### src/inc/ghs_pkg.sv
package ghs_pkg;
  localparam int CLK_MHZ = 200;
  localparam int WORD_W = 16;
  localparam int ADDR_LSB = 13;
  localparam logic [2:0] ADDR_SEEK_CMD = 3'h4;
  localparam logic [2:0] ADDR_SEEK_CFG = 3'h5;
  localparam int CMD_GAUGE_BIT = 0;
  localparam int CMD_ENABLE_BIT = 1;
  localparam int CMD_SLICE_LSB = 2;
  localparam int CMD_UNCOND_BIT = 4;
  localparam int CMD_RSVD_LSB = 5;
  localparam int CMD_RSVD_MSB = 12;
  localparam int CFG_STEP_LSB = 0;
  localparam int CFG_BLANK_BIT = 4;
  localparam int CFG_PRELOAD_LSB = 5;
  localparam int ST_ACTIVE_LSB = 2;
  localparam int ST_SLICE_LSB = 8;
  localparam logic [3:0] STEP_SEL_RST = 4'h5;
  localparam logic BLANK_SEL_RST = 1'h0;
  localparam logic [7:0] PRELOAD_RST = 8'h00;
  localparam logic [1:0] SLICE_RST = 2'h0;
  localparam logic [14:0] ACC_RST = 15'h0000;
  localparam logic [14:0] ACC_FIRST = 15'h7FFF;
  localparam logic [14:0] ACC_MAX = 15'h3FFF;
  localparam logic [14:0] ACC_MIN = 15'h4000;
  localparam int TMR_W = 24;
  localparam int BLANK_SHORT_US = 512;
  localparam int BLANK_LONG_US = 768;
  localparam int SD_SAMPLE_US = 1;
  localparam int STEP_UNIT_US = 10;
  // Full step times in units of 10 us, 4.86 ms up to 62.21 ms.
  localparam int STEP_TIME_10US [16] = '{486, 486, 896, 1306, 1715, 2125, 2534, 2944,
                                         3354, 3763, 4173, 4582, 4992, 5402, 5811, 6221};
  typedef enum logic [1:0] {seek_idle, seek_blank, seek_integ} ghs_seek_t;
endpackage : ghs_pkg

### src/inc/ghs_spi_if.sv
`timescale 1ns/1ps
interface ghs_spi_if;
  logic [ghs_pkg::WORD_W-1:0] word;
  logic word_valid;
  logic [ghs_pkg::WORD_W-1:0] status;
  logic miso;
  logic miso_oe;
  modport rx (output word, output word_valid, output miso, output miso_oe, input status);
  modport core (input word, input word_valid, input miso, input miso_oe, output status);
endinterface : ghs_spi_if

### src/hdl/ghs_spi_rx.sv
`timescale 1ns/1ps
module ghs_spi_rx (
  input wire logic clock, // System clock.
  input wire logic arst_n, // Asynchronous reset, active low.
  input wire logic ce, // Clock enable, low freezes all state.
  input wire logic sclk, // Serial clock pin.
  input wire logic cs_n, // Chip select pin, active low.
  input wire logic mosi, // Serial data in pin.
  ghs_spi_if.rx bus // Received word and status word.
);
  // Bit order in the pin vectors is {cs_n, sclk, mosi}.
  logic [2:0] pin_meta, pin_sync, pin_prev;
  logic [ghs_pkg::WORD_W-1:0] shift, next_shift, next_word;
  logic [3:0] cnt, next_cnt;
  logic any, next_any, next_valid, next_miso, next_oe;
  logic sclk_rise, sclk_fall, cs_fall, cs_rise;

  always_comb begin
    sclk_rise = pin_sync[1] && !pin_prev[1] && !pin_sync[2];
    sclk_fall = !pin_sync[1] && pin_prev[1] && !pin_sync[2];
    cs_fall = !pin_sync[2] && pin_prev[2];
    cs_rise = pin_sync[2] && !pin_prev[2];
    next_shift = shift;
    next_cnt = cnt;
    next_any = any;
    next_word = bus.word;
    next_valid = 1'b0;
    next_miso = bus.miso;
    next_oe = bus.miso_oe;
    if (cs_fall) begin
      next_shift = bus.status;
      next_miso = bus.status[ghs_pkg::WORD_W-1];
      next_oe = 1'b1;
      next_cnt = 4'h0;
      next_any = 1'b0;
    end else if (sclk_rise) begin
      // Bits past the sixteenth carry the first bits taken in, which allows daisy chains.
      next_shift = {shift[ghs_pkg::WORD_W-2:0], pin_sync[0]};
      next_cnt = cnt + 4'h1;
      next_any = 1'b1;
    end else if (sclk_fall) begin
      next_miso = shift[ghs_pkg::WORD_W-1];
    end
    if (cs_rise) begin
      next_oe = 1'b0;
      if (any && cnt == 4'h0) begin
        next_valid = 1'b1;
        next_word = shift;
      end
    end
  end

  always_ff @(posedge clock or negedge arst_n) begin
    if (!arst_n) begin
      pin_meta <= 3'h7;
      pin_sync <= 3'h7;
      pin_prev <= 3'h7;
      shift <= 16'h0000;
      cnt <= 4'h0;
      any <= 1'b0;
      bus.word <= 16'h0000;
      bus.word_valid <= 1'b0;
      bus.miso <= 1'b0;
      bus.miso_oe <= 1'b0;
    end else if (ce) begin
      pin_meta <= {cs_n, sclk, mosi};
      pin_sync <= pin_meta;
      pin_prev <= pin_sync;
      shift <= next_shift;
      cnt <= next_cnt;
      any <= next_any;
      bus.word <= next_word;
      bus.word_valid <= next_valid;
      bus.miso <= next_miso;
      bus.miso_oe <= next_oe;
    end
  end
endmodule : ghs_spi_rx

### src/hdl/ghs_top.sv
`timescale 1ns/1ps
module ghs_top #(
  parameter int unsigned CYC_PER_US = ghs_pkg::CLK_MHZ // Clock cycles per microsecond.
) (
  input wire logic clock, // System clock, 200 MHz.
  input wire logic arst_n, // Asynchronous reset, active low.
  input wire logic ce, // Clock enable, low freezes all state.
  input wire logic spi_sclk, // Serial clock from the host.
  input wire logic spi_cs_n, // Chip select from the host, active low.
  input wire logic spi_mosi, // Serial data from the host.
  output logic spi_miso, // Serial status data to the host.
  output logic spi_miso_oe, // High while the status pin is driven.
  input wire logic [1:0] bemf_bit, // Sigma-delta bit of each gauge's open coil.
  output logic [1:0] coil_a_en, // Coil A driven, per gauge.
  output logic [1:0] coil_a_neg, // Coil A current reversed, per gauge.
  output logic [1:0] coil_b_en, // Coil B driven, per gauge.
  output logic [1:0] coil_b_neg // Coil B current reversed, per gauge.
);
  localparam int SD_CYC = ghs_pkg::SD_SAMPLE_US * CYC_PER_US;
  localparam int BLANK_SHORT_CYC = ghs_pkg::BLANK_SHORT_US * CYC_PER_US;
  localparam int BLANK_LONG_CYC = ghs_pkg::BLANK_LONG_US * CYC_PER_US;
  localparam int STEP_UNIT_CYC = ghs_pkg::STEP_UNIT_US * CYC_PER_US;

  ghs_spi_if spi ();

  ghs_spi_rx u_spi (
    .clock(clock),
    .arst_n(arst_n),
    .ce(ce),
    .sclk(spi_sclk),
    .cs_n(spi_cs_n),
    .mosi(spi_mosi),
    .bus(spi.rx)
  );

  assign spi_miso = spi.miso;
  assign spi_miso_oe = spi.miso_oe;

  logic [2:0] addr;
  logic cmd_hit, cfg_hit;
  logic start [2];
  logic stop [2];
  logic step_done [2];
  logic [14:0] step_res [2];
  logic [1:0] seek_active;
  logic [3:0] step_sel, next_step_sel;
  logic blank_sel, next_blank_sel;
  logic [7:0] preload, next_preload;
  logic [1:0] slice_sel, next_slice_sel;
  logic [14:0] reported, next_reported;
  logic [14:0] acc_init;
  logic [ghs_pkg::TMR_W-1:0] step_cyc, blank_cyc;
  logic [15:0] sd_cnt, next_sd_cnt;
  logic sd_tick;
  logic [7:0] slice;

  always_comb begin
    addr = spi.word[ghs_pkg::WORD_W-1:ghs_pkg::ADDR_LSB];
    // A seek command with reserved bits set is not decoded; like any valid word, it still clears a stalled gauge's active flag.
    cmd_hit = spi.word_valid && addr == ghs_pkg::ADDR_SEEK_CMD
              && spi.word[ghs_pkg::CMD_RSVD_MSB:ghs_pkg::CMD_RSVD_LSB] == 8'h00;
    cfg_hit = spi.word_valid && addr == ghs_pkg::ADDR_SEEK_CFG;
    acc_init = ~{3'h0, preload, 4'h0};
    step_cyc = ghs_pkg::TMR_W'(ghs_pkg::STEP_TIME_10US[step_sel] * STEP_UNIT_CYC);
    blank_cyc = blank_sel ? ghs_pkg::TMR_W'(BLANK_LONG_CYC) : ghs_pkg::TMR_W'(BLANK_SHORT_CYC);
    sd_tick = sd_cnt == 16'(SD_CYC - 1);
    next_sd_cnt = sd_tick ? 16'h0000 : sd_cnt + 16'h0001;
  end

  always_comb begin
    next_step_sel = step_sel;
    next_blank_sel = blank_sel;
    next_preload = preload;
    next_slice_sel = slice_sel;
    next_reported = reported;
    if (cfg_hit) begin
      next_step_sel = spi.word[ghs_pkg::CFG_STEP_LSB +: 4];
      next_blank_sel = spi.word[ghs_pkg::CFG_BLANK_BIT];
      next_preload = spi.word[ghs_pkg::CFG_PRELOAD_LSB +: 8];
    end
    // The slice follows every valid seek command, whatever the motion is doing.
    if (cmd_hit) begin
      next_slice_sel = spi.word[ghs_pkg::CMD_SLICE_LSB +: 2];
    end
    if (start[0] || start[1]) begin
      next_reported = ghs_pkg::ACC_FIRST;
    end
    // Gauge 1 wins when both gauges end a step in the same cycle.
    for (int g = 0; g < 2; g++) begin
      if (step_done[g] && !start[g]) begin
        next_reported = step_res[g];
      end
    end
  end

  always_comb begin
    case (slice_sel)
      2'h0: slice = reported[7:0];
      2'h1: slice = reported[11:4];
      default: slice = {1'b0, reported[14:8]};
    endcase
    spi.status = 16'h0000;
    spi.status[ghs_pkg::ST_SLICE_LSB +: 8] = slice;
    spi.status[ghs_pkg::ST_ACTIVE_LSB +: 2] = seek_active;
  end

  always_ff @(posedge clock or negedge arst_n) begin
    if (!arst_n) begin
      step_sel <= ghs_pkg::STEP_SEL_RST;
      blank_sel <= ghs_pkg::BLANK_SEL_RST;
      preload <= ghs_pkg::PRELOAD_RST;
      slice_sel <= ghs_pkg::SLICE_RST;
      reported <= ghs_pkg::ACC_RST;
      sd_cnt <= 16'h0000;
    end else if (ce) begin
      step_sel <= next_step_sel;
      blank_sel <= next_blank_sel;
      preload <= next_preload;
      slice_sel <= next_slice_sel;
      reported <= next_reported;
      sd_cnt <= next_sd_cnt;
    end
  end

  for (genvar g = 0; g < 2; g++) begin : g_gauge
    ghs_pkg::ghs_seek_t st, next_st;
    logic [ghs_pkg::TMR_W-1:0] tmr, next_tmr;
    logic [14:0] acc, next_acc, acc_f;
    logic [1:0] phase, next_phase;
    logic [3:0] coil, next_coil;
    logic uncond, next_uncond, active, next_active, stalled, next_stalled;
    logic bemf_meta, bemf_sync;
    logic flip;

    always_comb begin
      start[g] = cmd_hit && spi.word[ghs_pkg::CMD_GAUGE_BIT] == 1'(g)
                 && spi.word[ghs_pkg::CMD_ENABLE_BIT];
      stop[g] = cmd_hit && spi.word[ghs_pkg::CMD_GAUGE_BIT] == 1'(g)
                && !spi.word[ghs_pkg::CMD_ENABLE_BIT];
      // Saturation keeps a long step from wrapping a stall into a false move.
      acc_f = acc;
      if (sd_tick) begin
        if (bemf_sync && acc != ghs_pkg::ACC_MAX) begin
          acc_f = acc + 15'h0001;
        end else if (!bemf_sync && acc != ghs_pkg::ACC_MIN) begin
          acc_f = acc - 15'h0001;
        end
      end
      next_st = st;
      next_tmr = tmr;
      next_acc = acc;
      next_phase = phase;
      next_uncond = uncond;
      next_active = active;
      next_stalled = stalled;
      step_done[g] = 1'b0;
      step_res[g] = acc_f;
      if (spi.word_valid && stalled) begin
        next_active = 1'b0;
        next_stalled = 1'b0;
      end
      case (st)
        ghs_pkg::seek_idle: begin
          next_tmr = tmr;
        end
        ghs_pkg::seek_blank: begin
          next_tmr = tmr + ghs_pkg::TMR_W'(1);
          if (next_tmr >= blank_cyc) begin
            next_st = ghs_pkg::seek_integ;
          end
        end
        ghs_pkg::seek_integ: begin
          next_tmr = tmr + ghs_pkg::TMR_W'(1);
          next_acc = acc_f;
          if (next_tmr >= step_cyc) begin
            step_done[g] = 1'b1;
            next_tmr = {ghs_pkg::TMR_W{1'b0}};
            next_acc = acc_init;
            next_phase = phase + 2'h1;
            if (acc_f[14] && !uncond) begin
              next_st = ghs_pkg::seek_idle;
              next_stalled = 1'b1;
            end else begin
              next_st = ghs_pkg::seek_blank;
            end
          end
        end
        default: begin
          next_st = ghs_pkg::seek_idle;
        end
      endcase
      if (stop[g]) begin
        next_st = ghs_pkg::seek_idle;
        next_active = 1'b0;
        next_stalled = 1'b0;
      end
      if (start[g]) begin
        next_st = ghs_pkg::seek_blank;
        next_tmr = {ghs_pkg::TMR_W{1'b0}};
        next_acc = acc_init;
        next_uncond = spi.word[ghs_pkg::CMD_UNCOND_BIT];
        next_active = 1'b1;
        next_stalled = 1'b0;
      end
      // Phases run A+, B-, A-, B+ so the rotor turns toward the zero stop.
      flip = next_phase[1] ^ next_phase[0];
      if (next_st == ghs_pkg::seek_idle) begin
        next_coil = 4'h0;
      end else begin
        next_coil = {flip & next_phase[0], next_phase[0], flip & ~next_phase[0], ~next_phase[0]};
      end
    end

    always_ff @(posedge clock or negedge arst_n) begin
      if (!arst_n) begin
        st <= ghs_pkg::seek_idle;
        tmr <= {ghs_pkg::TMR_W{1'b0}};
        acc <= ghs_pkg::ACC_RST;
        phase <= 2'h0;
        coil <= 4'h0;
        uncond <= 1'b0;
        active <= 1'b0;
        stalled <= 1'b0;
        bemf_meta <= 1'b0;
        bemf_sync <= 1'b0;
      end else if (ce) begin
        st <= next_st;
        tmr <= next_tmr;
        acc <= next_acc;
        phase <= next_phase;
        coil <= next_coil;
        uncond <= next_uncond;
        active <= next_active;
        stalled <= next_stalled;
        bemf_meta <= bemf_bit[g];
        bemf_sync <= bemf_meta;
      end
    end

    assign coil_a_en[g] = coil[0];
    assign coil_a_neg[g] = coil[1];
    assign coil_b_en[g] = coil[2];
    assign coil_b_neg[g] = coil[3];
    assign seek_active[g] = active;
  end
endmodule : ghs_top

### config.mk
export PLATFORM = sky130hd
export DESIGN_NAME = ghs_top
export DESIGN_NICKNAME = d
export VERILOG_FILES = /design/src/inc/ghs_pkg.sv /design/src/inc/ghs_spi_if.sv /design/src/hdl/ghs_spi_rx.sv /design/src/hdl/ghs_top.sv
export SDC_FILE = /design/constraint.sdc
export NUM_CORES = 1
export LEC_CHECK = 0
export ABC_AREA = 1
export BUFFER_PORTS_ARGS = -buffer_cell sky130_fd_sc_hd__buf_2
export CORE_ASPECT_RATIO = 1.1
export CORE_UTILIZATION = 60
export CTS_CLUSTER_DIAMETER = 60
export DETAILED_ROUTE_END_ITERATION = 8
export GPL_ROUTABILITY_DRIVEN = 1
export PLACE_DENSITY_LB_ADDON = 0.12
export SYNTH_ARGS = -nofsm -noshare
export SYNTH_HDL_FRONTEND = slang
export SYNTH_SLANG_ARGS = --single-unit
export TNS_END_PERCENT = 50
### constraint.sdc
create_clock -name clock -period 10.6 [get_ports clock]
set_clock_uncertainty 0.05 [all_clocks]
set_input_delay 2.12 -clock clock [delete_from_list [all_inputs] [get_ports clock]]
set_output_delay 2.12 -clock clock [all_outputs]
set_load 0.02 [all_outputs]
After elaboration in Yosys (flattened, before gate mapping)
Memories as Yosys holds them, arrays and structs flattened.
Cells that the tools add are included.
- word-level logic and storage cells: 226
- output and inout bits: 10
- input bits: 8
- memories kept: 1
- bits in read-only memories: 512
- bits in registers: 199
- reduce and logical (&&, ||, !) cells: 70
- mux-type cells: 79
- multipliers: 1
- add/subtract/negate cells: 10
- $lt $le $gt $ge: 5
- eq/ne operators: 13
- bitwise operators: 11
- memory list (memory ; depth ; bits a word ; rd ports ; clocked after Yosys merged registers in ; wr ports ; line ; text):
    (name not given) ; 16 ; 32 ; 1 ; 0 ; 0 ; ghs_top.sv:64 ; step_cyc = ghs_pkg::TMR_W'(ghs_pkg::STEP_TIME_10US[step_sel] * STEP_UNIT_CYC);
- operators by type and width (kind ; number):
    2-to-1 mux 15 bit ; 15
    2-to-1 mux 24 bit ; 4
    case mux 24 bit (2 select lines) ; 2
    2-to-1 mux 32 bit ; 2
    adder 24 x 1 -> 24 bit, second input constant ; 2
    greater-or-equal comparator 24 x 18 -> 1 bit ; 2
    greater-or-equal comparator 24 bit ; 2
    2-to-1 mux 16 bit ; 3
    2-to-1 mux 1 bit ; 33
    multiplier 32 x 8 -> 20 bit, second input constant ; 1
    adder 15 x 1 -> 15 bit, second input constant ; 2
    inequality test 15 x 14 -> 1 bit, second input constant ; 2
    inequality test 15 bit, second input constant ; 2
    subtractor 15 x 1 -> 15 bit, second input constant ; 2
    logical AND 1 bit ; 26
    AND reduction 2 bit ; 13
    2-to-1 mux 2 bit ; 12
    2-to-1 mux 18 bit ; 1
    adder 16 x 1 -> 16 bit, second input constant ; 1
    equality test 16 x 8 -> 1 bit, second input constant ; 1
    2-to-1 mux 4 bit ; 4
    case mux 8 bit (2 select lines) ; 1
    inverter 12 -> 15 bit ; 1
    nonzero test 3 bit ; 5
    19 further kinds ; 50

Logic depth before layout (Yosys ltp)
- word-level depth: 13
- depth in mapped cells: 44
- mapped depth without buffers: 44

Hierarchy
A second synthesis with hierarchy kept.
- cells, all modules: 2161
- area total of the unflattened synthesis: 15602.5 um^2
- modules (own cells, without submodules) (module ; area each (um^2) ; sequential area each (um^2) ; cells each ; times used):
    ghs_top ; 13411.6 ; 3756.1 ; 1916 ; 1
    ghs_spi_rx ; 2190.9 ; 1211.2 ; 245 ; 1

Least setup slack after synthesis
Ideal clock, no wire load.
- path kind: reg-to-reg
- start point: register step_sel[0]
- end point: register reported[10]
- period minus slack after synthesis: 6.581 ns
- arrival time: 6.413 ns
- stages on the path, launching flop included: 38
- slack: 4.019 ns
- setup time: 0.118 ns
- buffers on the path: 1
- data required time: 10.432 ns
- cell sequence: dfstp_2 -> inv_1 -> ha_1 -> nand2_1 -> inv_1 -> o21ai_0 -> nand2_1 -> xor2_1 -> xor2_1 -> fa_1 -> inv_1 -> fa_1 -> inv_1 -> fa_1 -> inv_1 -> ha_1 -> nand2_1 -> nand2_1 -> (+2 left out) -> xnor2_1 -> ha_1 -> nand2_1 -> inv_1 -> nand3_1 -> or2_2 -> nor3_1 -> nand4_1 -> nand2_1 -> inv_1 -> nand2_1 -> nand2_2 -> nand3_4 -> nand3_2 -> buf_6 -> or2_0 -> nand4_1 -> nand2_1
- cells in the longest elaborated chain, start to end: 11
- elaborated cells between the ends (all ways): 17
- those cells by class: mul: 1; order compare: 2; mux: 8; bitwise: 1; reduce/logical: 4; memory: 1
- ends and longest elaborated chain (what ; line ; text):
    start: declaration ; ghs_top.sv:46 ; logic [3:0] step_sel, next_step_sel;
    start signal: assignment ; ghs_top.sv:109 ; step_sel <= ghs_pkg::STEP_SEL_RST;
    start signal: assignment ; ghs_top.sv:116 ; step_sel <= next_step_sel;
    inverter 4 -> 5 bit (implied by the code) (*) ; ghs_top.sv:64 ;
    memory read (16 x 32 bit) (*) ; -- ;
    2-to-1 mux 32 bit (implied by the code) (*) (2 in series) ; ghs_top.sv:64 ;
    multiplier 32 x 8 -> 20 bit (*) ; ghs_top.sv:64 ;
    greater-or-equal comparator 24 bit ; ghs_top.sv:175 ; if (next_tmr >= step_cyc) begin
    2-to-1 mux 1 bit ; ghs_top.sv:175 ;
    2-to-1 mux 1 bit ; ghs_top.sv:162 ; case (st)
    logical AND 1 bit ; ghs_top.sv:90 ; if (step_done[g] && !start[g]) begin
    nonzero test 3 bit (no line) / 2-to-1 mux 15 bit (equally long branches) ; -- ;
    AND reduction 2 bit (no line) / 2-to-1 mux 15 bit (equally long branches) ; -- ;
    end signal: assignment ; ghs_top.sv:113 ; reported <= ghs_pkg::ACC_RST;
    end signal: assignment ; ghs_top.sv:120 ; reported <= next_reported;
    end: declaration ; ghs_top.sv:50 ; logic [14:0] reported, next_reported;
Mark *: on every way between the ends. The rest lies on a longest branch, timed or not. The select of a mux whose other input is x is not followed.
A chain may end at the register's enable or synchronous reset.

Worst setup path after layout
- start point: register step_sel[0]
- end point: register g_gauge[1].tmr[9] (netlist bit)
- cells in the longest elaborated chain, start to end: 9
- ends and longest elaborated chain (what ; line ; text):
    inverter 4 -> 5 bit (implied by the code) ; ghs_top.sv:64 ;
    memory read (16 x 32 bit) ; -- ;
    2-to-1 mux 32 bit (implied by the code) (2 in series) ; ghs_top.sv:64 ;
    multiplier 32 x 8 -> 20 bit ; ghs_top.sv:64 ;
    greater-or-equal comparator 24 bit ; ghs_top.sv:175 ;
    2-to-1 mux 24 bit ; ghs_top.sv:175 ;
    case mux 24 bit (2 select lines) ; ghs_top.sv:162 ;
    2-to-1 mux 24 bit ; ghs_top.sv:197 ; if (start[g]) begin
    end signal: assignment ; ghs_top.sv:217 ; tmr <= {ghs_pkg::TMR_W{1'b0}};
    end signal: assignment ; ghs_top.sv:228 ; tmr <= next_tmr;
    end: declaration ; ghs_top.sv:127 ; logic [ghs_pkg::TMR_W-1:0] tmr, next_tmr;
Every way passes these cells. The select of a mux whose other input is x is not followed.

==> run_results.csv <==
group,metric,value,unit
grt,gr-total-overflow,0,
layout,fillers,2268,
clock_network,cts_tree,"yes",
sta,max_slew.worst_pin.slew,1040,ps
sta,finalSetupTns,0,ps
logic_synthesis,synth_cell_types,54,
job,max_cap_viol_count,0,
layout,syn2layout_area_growth,5.62,%
logic_synthesis,ys_seq_area_share,31.6,%
detailed_routing,dr.pass1.iters,6,
sta,timing.final.crit_period,8000,ps
power_and_ir_drop,p_leak,8.42,nW
sta,setup_viol,0,
clock_network,cts.sinks,198,
grt,grt.total_usage,31.5,%
clock_network,clk_latency,460,ps
layout,final_area,16600,um2
worst_setup_path,crit_path_max_incr_delay,730,ps
layout,final_util,65.1,%
layout,final_common_cell,"nand2_1",
logic_synthesis,yosysTopAreaCell,"dfrtp_1",
placement,portBuffers,17,
sta,finalMaxSlewViolations,0,
logic_synthesis,yosys.area_share.simple,27.5,%
logic_synthesis,syn_inst,2139,
clock_network,postCtsHoldBufs,0,
placement,place_area,16000,um2
layout,antenna_cells,0,
worst_setup_path,cp_common_cell,"nand2_1",
floorplan,dieArea,26800,um2
logic_synthesis,synthAdderAreaFrac,13.0,%
logic_synthesis,synthMuxAreaShare,0.0637,%
worst_setup_path,cp-end-kind,"register",
worst_setup_path,crit_type,"register to register",
floorplan,die_x,156,um
layout,layout_common_cells,"477 x nand2_1, 349 x inv_1, 188 x dfrtp_1",
outcome,status,"finished, final reports clean",
logic_synthesis,synthTopCellsByArea,"dfrtp_1 30%, nand2_1 11%, ha_1 8.9%",
logic_synthesis,yosys_most_used_dff,"dfrtp_1",
detailed_routing,via_per_inst,5.63,
logic_synthesis,synth_top_family_by_area,"simple AND/OR/NAND/NOR gates",
detailed_routing,via_count,14015,
sta,whs,421,ps
logic_synthesis,async_reset_ff_share,100,%
logic_synthesis,yosys_warnings,0,
detailed_routing,drtIter0Drc,1016,
clock_network,numCtsBuffers,17,
grt,grt_max_degree,72,
logic_synthesis,synth-xor-area-share,5.46,%
worst_setup_path,cp_top_family,"adder cells",
sta,fmax,125,MHz
worst_setup_path,cp-start-kind,"register",
logic_synthesis,netlist_area,15700,um2
power_and_ir_drop,power.density,186,nW/um2
grt,grt_pass1_vias,13594,
detailed_routing,dr_wl_met2,19800,um
sta,period_share,75.4,%
power_and_ir_drop,ir_worst_vdd,163,uV
placement,gp_congestion,0.944,
worst_setup_path,critPathBufInv,6,
logic_synthesis,synth-seq-cells,198,
grt,grt_pass1_wl,66300,um
clock_network,clockRootBuffer,"clkbuf_16",
clock_network,clock_path_buffers,2,
detailed_routing,ant_nets,0,
worst_setup_path,path_max_fanout,20,
clock_network,post_cts.repair.setup_buffers,0,
logic_synthesis,synth_top_area_share,30.0,%
worst_setup_path,cpMaxStageDelayCell,"o21ai_0",
detailed_routing,postRouteWirelength,40200,um
floorplan,io_pins,18,
layout,drive_above_1_share,7.42,%
floorplan,core_area,25500,um2
detailed_routing,wl_met1,16900,um
logic_synthesis,synth_edf_count,0,
clock_network,htreeDepth,4,
logic_synthesis,avgSynthCellArea,7.34,um2
placement,dp_hpwl,31200,um
clock_network,ctsResizeCount,0,
detailed_routing,met3_wirelength,1760,um
floorplan,initial_utilization,61.6,%
worst_setup_path,cp_data_arrival_time,8240,ps
worst_setup_path,crit_required,10840,ps
grt,antenna_found_initial,0,
layout,final_nets,2282,
sta,slew_headroom,30.3,%
detailed_routing,drc,0,
floorplan,fp-row-count,61,
detailed_routing,dr.max_layer_used,"met4",
floorplan,die_h,172,um
min_path,hp-class,"register to register",
logic_synthesis,synth_compound_area_share,11.7,%
logic_synthesis,synth_fp_nets,2291,
sta,hold_viol,0,
clock_network,path_clk_slew,80,ps
detailed_routing,wl_per_cell,16.1,um
sta,rsz0062_at_grt,"no",
[flip-flops by register name (all words and copies together) (netlist names), 8 cells and up]
| name | count |
|---|---|
| g_gauge.tmr | 48 |
| g_gauge.acc | 30 |
| sd_cnt | 16 |
| u_spi.bus.word | 16 |
| u_spi.shift | 16 |
| reported | 15 |
| g_gauge.coil | 8 |
| preload | 8 |
[final timing paths]
kind | end | depth (start not counted) | slack [ps] | startpoint
setup / recovery | g_gauge[1].tmr[9] | 35 | 2600 | step_sel[0]
hold / removal | u_spi.pin_meta[2] | 2 | 420 | u_spi.pin_meta[2]
setup reg to reg | g_gauge[1].tmr[9] | 35 | 2600 | step_sel[0]
hold reg to reg | u_spi.pin_meta[2] | 2 | 420 | u_spi.pin_meta[2]
max in group asynchronous | g_gauge[1].bemf_sync | 2 | 7530 | arst_n
min in group asynchronous | g_gauge[0].tmr[5] | 1 | 1610 | arst_n
[logic make-up after synthesis]
kind of cell / after synthesis
mux: 1
compound gates: 331
buf+inv: 419
xor+xnor: 98
flops: 198
fa+ha+maj: 144
simple gates: 948
[synth_stat cells (3+ instances only)]
cell type  count
o21ai_1       23
nor2_4         9
nor4_1         8
nand3_1      139
nor3_1        30
clkinv_1       3
a31oi_1        9
a211oi_1       3
inv_1        349
nand3_2       13
or2_2          5
ha_1         112
dfrtp_1      188
a21oi_1       79
nand4_1       52
buf_6          7
o21ai_0      144
nand2_2       29
nand2_1      477
dfstp_2       10
nor2_2         7
nor3b_1        3
nand2_4        3
buf_2         11
nor2_1       149
or2_0          7
fa_1          32
o22ai_1       41
nor3_2         3
inv_2         14
o21bai_1       7
nand3b_1       7
buf_1          3
xor2_1        86
o32ai_1        3
o211ai_1      11
clkbuf_1      28
o31ai_2        4
xnor2_1       12
[per-stage QoR]
step                instances  total power [W]  setup WS [ps]
CTS                      2489          0.00308           2670
floorplan                2139          0.00209           4020
finish                   2489          0.00309           2600
global placement         2457          0.00239           2820
global route             2489          0.00332           1930
detailed placement       2457          0.00243           2720
[metal layers]
metal  GRT usage, %  vias up
met2           54.8      383
met4           16.6        0
met5              0        -
met1           37.7     6621
met3           4.51      116
li1               -     6895
[worst reg2reg max path: cells and delay by family, from the launching register on]
kind | cells | cell delay, ps
xor+xnor | 2 | 360
simple gates | 16 | 2190
flops | 1 | 640
buf+inv | 6 | 740
compound gates | 4 | 1280
fa+ha+maj | 7 | 2560
[final cells by class]
| class | count | area [um2] | share of cell area (%) |
|---|---|---|---|
| inverter | 367 | 1380 | 8.31 |
| clock buffer | 17 | 425 | 2.56 |
| tap | 346 | 433 | 2.61 |
| sequential | 198 | 4970 | 29.9 |
| clock inverter | 15 | 160 | 0.965 |
| timing repair buffer | 24 | 146 | 0.882 |
| multi-input combinational | 1522 | 9080 | 54.7 |
[report_power, final]
part / switching, W / internal (W) / total, W
clock: 0.000337 / 0.000316 / 0.000653
combinational: 0.000846 / 0.000391 / 0.00124
sequential: 0.000223 / 0.000976 / 0.00120
(Power assumes the default switching activity.)
